**config.mk**
```make
export PLATFORM = sky130hd
export DESIGN_NAME = led_string_ctrl
export DESIGN_NICKNAME = d
export VERILOG_FILES = /design/src/rtl/led_ctrl_pkg.sv /design/src/rtl/led_string_ctrl.sv
export VERILOG_INCLUDE_DIRS = /design/src /design/src/rtl
export SDC_FILE = /design/constraint.sdc
export NUM_CORES = 1
export LEC_CHECK = 0
export ABC_AREA = 0
export ABC_CLOCK_PERIOD_IN_PS = 3200
export BUFFER_PORTS_ARGS = -buffer_cell sky130_fd_sc_hd__clkbuf_2
export CORE_MARGIN = 2
export CORE_UTILIZATION = 45
export CTS_CLUSTER_DIAMETER = 60
export DETAILED_ROUTE_END_ITERATION = 6
export GPL_TIMING_DRIVEN = 0
export SLEW_MARGIN = 15
export SYNTH_ARGS = -nofsm -noshare
export SYNTH_HDL_FRONTEND = slang
export SYNTH_SLANG_ARGS = --single-unit
export TNS_END_PERCENT = 10
```
**constraint.sdc**
```tcl
create_clock -name clk_in -period 3.2 [get_ports clk_in]
set_input_delay 0.64 -clock clk_in [delete_from_list [all_inputs] [get_ports clk_in]]
set_output_delay 0.64 -clock clk_in [all_outputs]
set_load 0.05 [all_outputs]
```
**src/rtl/led_ctrl_defines.svh**
```systemverilog
// Purpose: constants of the four-string LED driver control block
// Assumes: 10 MHz clock
// Notes: timing counts derive from the printed times
//
// Contract
// - Single input: quarter-frame progressive string delay
// - Single input: string zero follows input directly
// - Multi input: each input drives own string
// - Any verified fault pulls fault pin low
// - Verified short disables string, leaves optimizer
// - Short detect at drain comparator threshold
// - Verified open disables string, leaves optimizer
// - Enable low-high clears faults, full restart
// - Persisting faults are detected again
// - Per-string fault flags readable
// - Over-temperature acts like enable low
// - Cool-down below recovery restarts as power-up
// - Start-up lowers supply to regulation minimum
// - Optimizer repeats its search periodically
// - Lost regulation raises supply until restored
// - Feedback DAC codes 0 to 255
// - Strings 0,1 optimizer a; 2,3 optimizer b
// - Each DAC step held step-hold time
// - String current level defaults to 127
// - Fold-back changes response while short suspected
// - Works stand-alone without serial interface
// - Registers return to default on enable high
`ifndef LED_CTRL_DEFINES_SVH
`define LED_CTRL_DEFINES_SVH
`define CLK_PERIOD_NS 100
`define STEP_HOLD_MS 4
`define STEP_HOLD_CYC (`STEP_HOLD_MS * 1000000 / `CLK_PERIOD_NS)
`define VERIFY_US 10
`define VERIFY_CYC (`VERIFY_US * 1000 / `CLK_PERIOD_NS)
`define VERIFY_W 8
`define HOLD_W 16
`define FRAME_W 20
`define REOPT_STEPS 8'hFA
`define DAC_MAX 8'hFF
`define LEVEL_OFS 8'h0E
`define LEVEL_RST 8'h7F
`endif

```
**src/rtl/led_ctrl_pkg.sv**
```systemverilog
// Purpose: types of the LED driver control block
// Assumes: widths from led_ctrl_defines.svh
// Notes: one state struct holds all flip-flops
`include "led_ctrl_defines.svh"
package led_ctrl_pkg;
	typedef logic [7:0] byte_t;
	typedef logic [3:0] lane_t;
	typedef enum logic [1:0] {EO_OFF, EO_DOWN, EO_UP, EO_TRACK} eo_t;
	typedef struct packed {
		lane_t pwm;
		logic  en;
		logic  single;
		lane_t sc_cmp;
		lane_t oc_cmp;
		lane_t reg_ok;
		lane_t str_en;
		logic  hot;
		logic  cool;
		logic  fold_en;
	} pins_t;
	typedef struct packed {
		pins_t                           s1;
		pins_t                           s2;
		logic                            thermal;
		logic                            active;
		lane_t                           gate;
		lane_t                           sc;
		lane_t                           oc;
		lane_t                           fold;
		logic                            fault_oe_n;
		logic [3:0][`VERIFY_W-1:0]       vcnt;
		logic                            p0_prev;
		logic [`FRAME_W-1:0]             period;
		logic [`FRAME_W-1:0]             pcount;
		logic [3:0][`FRAME_W-1:0]        rise_t;
		logic [3:0][`FRAME_W-1:0]        fall_t;
		lane_t                           rise_p;
		lane_t                           fall_p;
		lane_t                           dly;
		logic [1:0][7:0]                 dac;
		logic [1:0][`HOLD_W-1:0]         hold;
		eo_t  [1:0]                      phase;
		logic [1:0][7:0]                 reopt;
		byte_t                           level;
	} state_t;
endpackage

```
**src/rtl/led_string_ctrl.sv**
```systemverilog
// Purpose: gate drive, fault handling and supply optimizers
// Assumes: comparators and pins are asynchronous to clk_in
// Notes: fault pin is open drain, low enable drives it
`timescale 1ns/1ps
`include "led_ctrl_defines.svh"
module led_string_ctrl #(
	parameter int STEP_HOLD = `STEP_HOLD_CYC
) (
	input  wire logic                clk_in,
	input  wire logic                rst_n_in,
	input  wire led_ctrl_pkg::lane_t pwm_in,
	input  wire logic                enable_in,
	input  wire logic                single_pwm_mode_in,
	input  wire led_ctrl_pkg::lane_t short_det_in,
	input  wire led_ctrl_pkg::lane_t open_det_in,
	input  wire led_ctrl_pkg::lane_t regulation_ok_in,
	input  wire led_ctrl_pkg::lane_t string_enable_in,
	input  wire logic                over_temp_in,
	input  wire logic                temp_recovered_in,
	input  wire logic                foldback_en_in,
	input  wire logic                level_wr_in,
	input  wire led_ctrl_pkg::byte_t level_data_in,
	output logic                     fault_out_n_out,
	output logic                     fault_oe_n_out,
	output led_ctrl_pkg::lane_t      gate_drive_outputs_out,
	output led_ctrl_pkg::lane_t      short_flags_out,
	output led_ctrl_pkg::lane_t      open_flags_out,
	output led_ctrl_pkg::lane_t      foldback_out,
	output led_ctrl_pkg::byte_t      feedback_current_out_a_out,
	output led_ctrl_pkg::byte_t      feedback_current_out_b_out,
	output led_ctrl_pkg::byte_t      string_current_level_out,
	output logic                     running_out
);
	import led_ctrl_pkg::*;

	if (STEP_HOLD < 1 || STEP_HOLD >= (1 << `HOLD_W)) begin : g_bad_hold
		$error("STEP_HOLD out of range");
	end

	localparam logic [`HOLD_W-1:0] HOLD_LD = `HOLD_W'(STEP_HOLD - 1);
	localparam logic [`VERIFY_W-1:0] VFY_LD = `VERIFY_W'(`VERIFY_CYC - 1);

	state_t q;
	state_t n;
	pins_t  pins;

	// Multiple of a quarter frame for string k
	function automatic logic [`FRAME_W-1:0] stagger(
		input logic [1:0]          k,
		input logic [`FRAME_W-1:0] qf
	);
		logic [`FRAME_W-1:0] r;
		r = '0;
		unique case (k)
			2'h0: r = '0;
			2'h1: r = qf;
			2'h2: r = qf << 1;
			2'h3: r = qf + (qf << 1);
		endcase
		return r;
	endfunction

	assign pins = '{pwm: pwm_in, en: enable_in,
		single: single_pwm_mode_in, sc_cmp: short_det_in,
		oc_cmp: open_det_in, reg_ok: regulation_ok_in,
		str_en: string_enable_in, hot: over_temp_in,
		cool: temp_recovered_in, fold_en: foldback_en_in};

	always_comb begin
		logic                p0;
		logic [`FRAME_W-1:0] qf;
		logic                src;
		logic                mon0;
		logic                mon1;
		logic                starved;
		n = q;
		p0 = q.s2.pwm[0];
		qf = q.period >> 2;
		src = 1'b0;
		mon0 = 1'b0;
		mon1 = 1'b0;
		starved = 1'b0;
		n.s1 = pins;
		n.s2 = q.s1;
		// Hysteresis between the two temperature comparators
		if (q.s2.hot) begin
			n.thermal = 1'b1;
		end else if (q.s2.cool) begin
			n.thermal = 1'b0;
		end
		n.active = q.s2.en && !n.thermal;
		n.p0_prev = p0;
		// Frame length measured rising edge to rising edge
		if (p0 && !q.p0_prev) begin
			n.period = q.pcount;
			n.pcount = '0;
		end else if (q.pcount != '1) begin
			n.pcount = q.pcount + 1'b1;
		end
		// One pending rise and one pending fall per string: delay stays under a frame
		for (int k = 1; k < 4; k++) begin
			if (q.rise_p[k]) begin
				if (q.rise_t[k] == '0) begin
					n.dly[k] = 1'b1;
					n.rise_p[k] = 1'b0;
				end else begin
					n.rise_t[k] = q.rise_t[k] - 1'b1;
				end
			end
			if (q.fall_p[k]) begin
				if (q.fall_t[k] == '0) begin
					n.dly[k] = 1'b0;
					n.fall_p[k] = 1'b0;
				end else begin
					n.fall_t[k] = q.fall_t[k] - 1'b1;
				end
			end
			if (p0 != q.p0_prev) begin
				if (p0) begin
					n.rise_p[k] = 1'b1;
					n.rise_t[k] = stagger(2'(k), qf);
				end else begin
					n.fall_p[k] = 1'b1;
					n.fall_t[k] = stagger(2'(k), qf);
				end
			end
		end
		for (int k = 0; k < 4; k++) begin
			if (q.s2.single) begin
				src = (k == 0) ? p0 : q.dly[k];
			end else begin
				src = q.s2.pwm[k];
			end
			// Faults only judged while the string conducts
			if (q.gate[k] && (q.s2.sc_cmp[k] || q.s2.oc_cmp[k])) begin
				if (q.vcnt[k] == VFY_LD) begin
					n.sc[k] = q.sc[k] | q.s2.sc_cmp[k];
					n.oc[k] = q.oc[k] | q.s2.oc_cmp[k];
				end else begin
					n.vcnt[k] = q.vcnt[k] + 1'b1;
				end
			end else begin
				n.vcnt[k] = '0;
			end
			n.fold[k] = q.s2.fold_en && q.gate[k]
				&& q.s2.sc_cmp[k];
			n.gate[k] = n.active && q.s2.str_en[k] && src
				&& !n.sc[k] && !n.oc[k];
		end
		// Strings 0,1 feed optimizer a, strings 2,3 feed b
		for (int e = 0; e < 2; e++) begin
			mon0 = q.s2.str_en[2*e] && !q.sc[2*e] && !q.oc[2*e];
			mon1 = q.s2.str_en[2*e+1] && !q.sc[2*e+1]
				&& !q.oc[2*e+1];
			starved = (mon0 && q.gate[2*e] && !q.s2.reg_ok[2*e])
				|| (mon1 && q.gate[2*e+1]
				&& !q.s2.reg_ok[2*e+1]);
			if (!mon0 && !mon1) begin
				// Nothing to watch: supply left at its maximum
				n.dac[e] = '0;
				n.phase[e] = EO_OFF;
			end else if (q.hold[e] != '0) begin
				n.hold[e] = q.hold[e] - 1'b1;
			end else if (starved && q.dac[e] != '0) begin
				n.dac[e] = q.dac[e] - 1'b1;
				n.phase[e] = EO_UP;
				n.hold[e] = HOLD_LD;
			end else begin
				unique case (q.phase[e])
					EO_OFF: begin
						n.phase[e] = EO_DOWN;
					end
					EO_DOWN: begin
						if (starved || q.dac[e] == `DAC_MAX) begin
							n.phase[e] = EO_TRACK;
						end else begin
							n.dac[e] = q.dac[e] + 1'b1;
							n.hold[e] = HOLD_LD;
						end
					end
					EO_UP: begin
						n.phase[e] = EO_TRACK;
						n.reopt[e] = '0;
					end
					EO_TRACK: begin
						n.hold[e] = HOLD_LD;
						if (q.reopt[e] == `REOPT_STEPS) begin
							n.reopt[e] = '0;
							n.phase[e] = EO_DOWN;
						end else begin
							n.reopt[e] = q.reopt[e] + 1'b1;
						end
					end
				endcase
			end
		end
		if (n.active && !q.active) begin
			n.level = `LEVEL_RST;
		end else if (level_wr_in && q.active) begin
			n.level = level_data_in;
		end
		if (!n.active) begin
			// Off state equals power-up: faults and search restart
			n.sc = '0;
			n.oc = '0;
			n.vcnt = '0;
			n.gate = '0;
			n.fold = '0;
			n.dac = '0;
			n.hold = '0;
			n.phase[0] = EO_OFF;
			n.phase[1] = EO_OFF;
			n.reopt = '0;
		end
		n.fault_oe_n = !(|(n.sc | n.oc));
	end

	always_ff @(posedge clk_in) begin
		if (!rst_n_in) begin
			q <= '0;
			q.level <= `LEVEL_RST;
			q.fault_oe_n <= 1'b1;
			q.phase[0] <= EO_OFF;
			q.phase[1] <= EO_OFF;
		end else begin
			q <= n;
		end
	end

	// Open drain: data fixed low, the enable alone pulls the line
	assign fault_out_n_out = 1'b0;
	assign fault_oe_n_out = q.fault_oe_n;
	assign gate_drive_outputs_out = q.gate;
	assign short_flags_out = q.sc;
	assign open_flags_out = q.oc;
	assign foldback_out = q.fold;
	assign feedback_current_out_a_out = q.dac[0];
	assign feedback_current_out_b_out = q.dac[1];
	assign string_current_level_out = q.level;
	assign running_out = q.active;
endmodule // led_string_ctrl

```
==> results.json <==
{
  "status": "finished, final reports clean",
  "cap_violations": 0,
  "r2r_slack_ns": 0.25,
  "htreeDepth": 2,
  "die_y_um": 196,
  "synth_most_common_cell": "dfxtp_1",
  "synth_top_cell_by_area": "dfxtp_1",
  "overflow": 0,
  "min_period_over_period_pct": 92.3,
  "ys_types": 77,
  "reg2regPathDepth": 12,
  "grt_pass1_vias": 13300,
  "start_util_pct": 45.6,
  "totalWireLength_um": 41700,
  "track_usage_pct": 21.7,
  "area_delta_synth_final_pct": 14.9,
  "min_from": "enable_in",
  "crit_top_cell": "nor3b_1",
  "rsz0062_at_grt": "false",
  "boundaryPins": 79,
  "power.density_mw_per_mm2": 531,
  "min_path_cells": 2,
  "route.vias.total": 13800,
  "grt_pass1_wl_um": 67900,
  "synth_seq_cells": 345,
  "nets": 2152,
  "cts_buffer_depth": 3,
  "avgSynthCellArea_um2": 8.65,
  "grt_max_degree": 15,
  "port_buffers": 76,
  "antennaDiodeCount": 0,
  "fmax_mhz": 339,
  "mappedNetlistNets": 2026,
  "slew_viol_final": 0,
  "die_x_um": 196,
  "cts_hold_buffers": 0,
  "postRouteAntennaNets": 0,
  "tightest_slew_ns": 0.822,
  "dieArea_mm2": 0.0385,
  "max_stage_delay_ns": 0.37,
  "max_slew_margin_pct": 44.8,
  "tns_ns": 0,
  "async_flop_share_pct": 0,
  "vdd_ir_drop_max_mv": 0.337,
  "drc": 0,
  "fin_crit_ns": 2.95,
  "end_kind": "register",
  "final.setup_skew_ns": 0.0151,
  "r2r-start": "short_flags_out[2]",
  "crit_fanout": 9,
  "first_pass_iters": 5,
  "gp_congestion": 0.913,
  "reg2reg_to": "feedback_current_out_b_out[7]",
  "synth_area_mm2": 0.0166,
  "total_power_w": 0.0102,
  "drt_iter0_drc": 690,
  "ys_top_cells_by_count": "345 x dfxtp_1, 240 x nor2_1, 144 x nand2_1, 118 x a21oi_1, 101 x o21ai_0",
  "synth_top_area_share_pct": 41.5,
  "yosys-top-cells-area": "dfxtp_1 41%, nor2_1 5.4%, xnor2_1 5.2%",
  "cts_tree": "built",
  "wl_per_cell_um": 16.4,
  "min_path_type": "in2reg",
  "cts-root-buf": "clkbuf_16",
  "critical_path_class": "reg2reg",
  "setup_slack_ns": 0.247,
  "cts.sinks": 345,
  "clk_pin_slew_worst_paths_ns": 0.06,
  "rows": 70,
  "cp_data_arrival_time_ns": 3.38,
  "leakage_nw": 7.33,
  "required_ns": 3.62,
  "antenna_found_initial": 0,
  "hold_viol": 0,
  "pre_cts_ws_ns": -0.312,
  "min_to": "n[360]",
  "synthFlopType": "dfxtp_1",
  "setup_violations": 0,
  "syn_inst": 1924,
  "insertion_delay_ns": 0.55,
  "fillers": 3461,
  "coreArea_mm2": 0.0365,
  "path_cells": "nor3b_1 > a32o_1 > nand2_1 > clkinvlp_4 > ha_1 > a21o_1 > a211oi_1 > o21ai_0 > nand3_1 > nor3b_1 > xnor2_1 > nor2_1",
  "place_hpwl_um": 31200,
  "viasPerCell": 5.41,
  "start_kind": "register",
  "cts_made_buffers": 41,
  "drive_gt1_share_pct": 11.1,
  "slowest_stage": "nor3b_1",
  "yosys_warnings": 0,
  "seq_area_frac_synth_pct": 41.5,
  "synth_edf_count": 0
}
-- area by class of cell --
| type | instances | area, um2 | share of cell area, % |
|---|---|---|---|
| Tap cell | 468 | 586 | 3.06 |
| Sequential cell | 345 | 6910 | 36.1 |
| Inverter | 44 | 173 | 0.903 |
| Clock buffer | 57 | 1220 | 6.37 |
| Buffer | 96 | 522 | 2.73 |
| Multi-Input combinational cell | 1439 | 9080 | 47.5 |
| Timing Repair Buffer | 83 | 433 | 2.26 |
| Clock inverter | 17 | 211 | 1.11 |
-- repair_timing --
action	CTS	global route
hold endpoints to repair	0	0
endpoints found under the setup margin	0	20
resized for setup	0	8
setup buffers	0	7
-- cell usage in the layout, fill, tap and decap left out, types with 9 or more instances in the layout --
cell,n
nand3_1,54
xnor2_1,99
dfxtp_1,345
nor2b_1,17
nor3b_1,10
o21ai_0,101
clkbuf_1,52
nor2_1,240
clkbuf_8,9
a31oi_1,15
inv_1,42
a21o_1,13
clkbuf_2,77
mux2i_1,31
a311oi_1,9
ha_1,63
nor3_1,68
or3_1,32
nor4b_1,10
or4_1,16
nand4b_1,10
or2_2,12
and2_1,58
clkbuf_16,43
xor2_1,97
nand2b_1,14
nand4_1,17
nand2_1,144
a21oi_1,118
and3_1,16
buf_4,48
o22ai_1,14
a211oi_1,29
nor4_1,47
-- worst max path at each step --
stage / from / end / slack, ns / cells after the start
6_report: short_flags_out[2] / feedback_current_out_b_out[7] / 0.25 / 12
5_1_grt: short_flags_out[2] / feedback_current_out_b_out[7] / 0.03 / 12
4_1_cts: open_flags_out[1] / feedback_current_out_a_out[7] / 0.006 / 11
3_5_place_dp: rst_n_in / feedback_current_out_a_out[6] / -0.31 / 10
3_3_place_gp: rst_n_in / feedback_current_out_a_out[6] / -0.23 / 10
2_1_floorplan: q[346] / feedback_current_out_b_out[7] / 0.54 / 12
-- worst max-delay path, delay by kind of cell, from the launching register on --
family	cells	cell delay, ns
DFF	1	0.34
and+or+nand+nor	5	0.93
AOI/OAI and AO/OA	4	0.96
adders and majority gates	1	0.24
buffers and inverters	1	0.18
xor gates and xnor gates	1	0.15
-- power breakdown --
group,internal [W],switching [W]
Clock,0.00300,0.00187
Combinational,0.000302,0.000459
Sequential,0.00442,0.000111
-- logic make-up (layout without fill, tap and decap cells) --
| kind of cell | after synthesis | in the layout | synth area share (%) |
|---|---|---|---|
| AND/OR/NAND/NOR | 795 | 795 | 24.5 |
| AO/OA/AOI/OAI | 349 | 349 | 12.5 |
| flip-flops | 345 | 345 | 41.5 |
| XOR/XNOR | 196 | 196 | 10.3 |
| buffers and inverters | 140 | 297 | 4.12 |
| adder cells (fa/ha/maj) | 66 | 66 | 5.10 |
| multiplexers | 32 | 32 | 1.93 |
| other | 1 | 1 | 0.0225 |
-- layer usage --
layer	track usage, %	vias up	part of all wire, %
met5	0	-	0
met4	7.72	0	2.9
met3	3.35	86	4.0
met2	36.6	271	47
met1	28.1	6442	46
li1	-	6988	-
-- metrics by stage --
stage,util [%],hold slack [ns],cell area (um2),cells
finish,52.4,0.293,19100,2549
global route,52.4,0.269,19100,2549
CTS,52.1,0.263,19000,2542
detailed placement,48.2,0.418,17600,2468
global placement,48.2,0.415,17600,2468
floorplan,-,0.409,16600,1924
-- state kept, by name (all words and copies together) (netlist names) --
name and cells:
gate_drive_outputs_out 4, feedback_current_out_b_out 8, n 26, string_current_level_out 8, foldback_out 4, running_out 1, open_flags_out 4, q 277
fault_oe_n_out 1, feedback_current_out_a_out 8, short_flags_out 4
(Power assumes the default switching activity.)
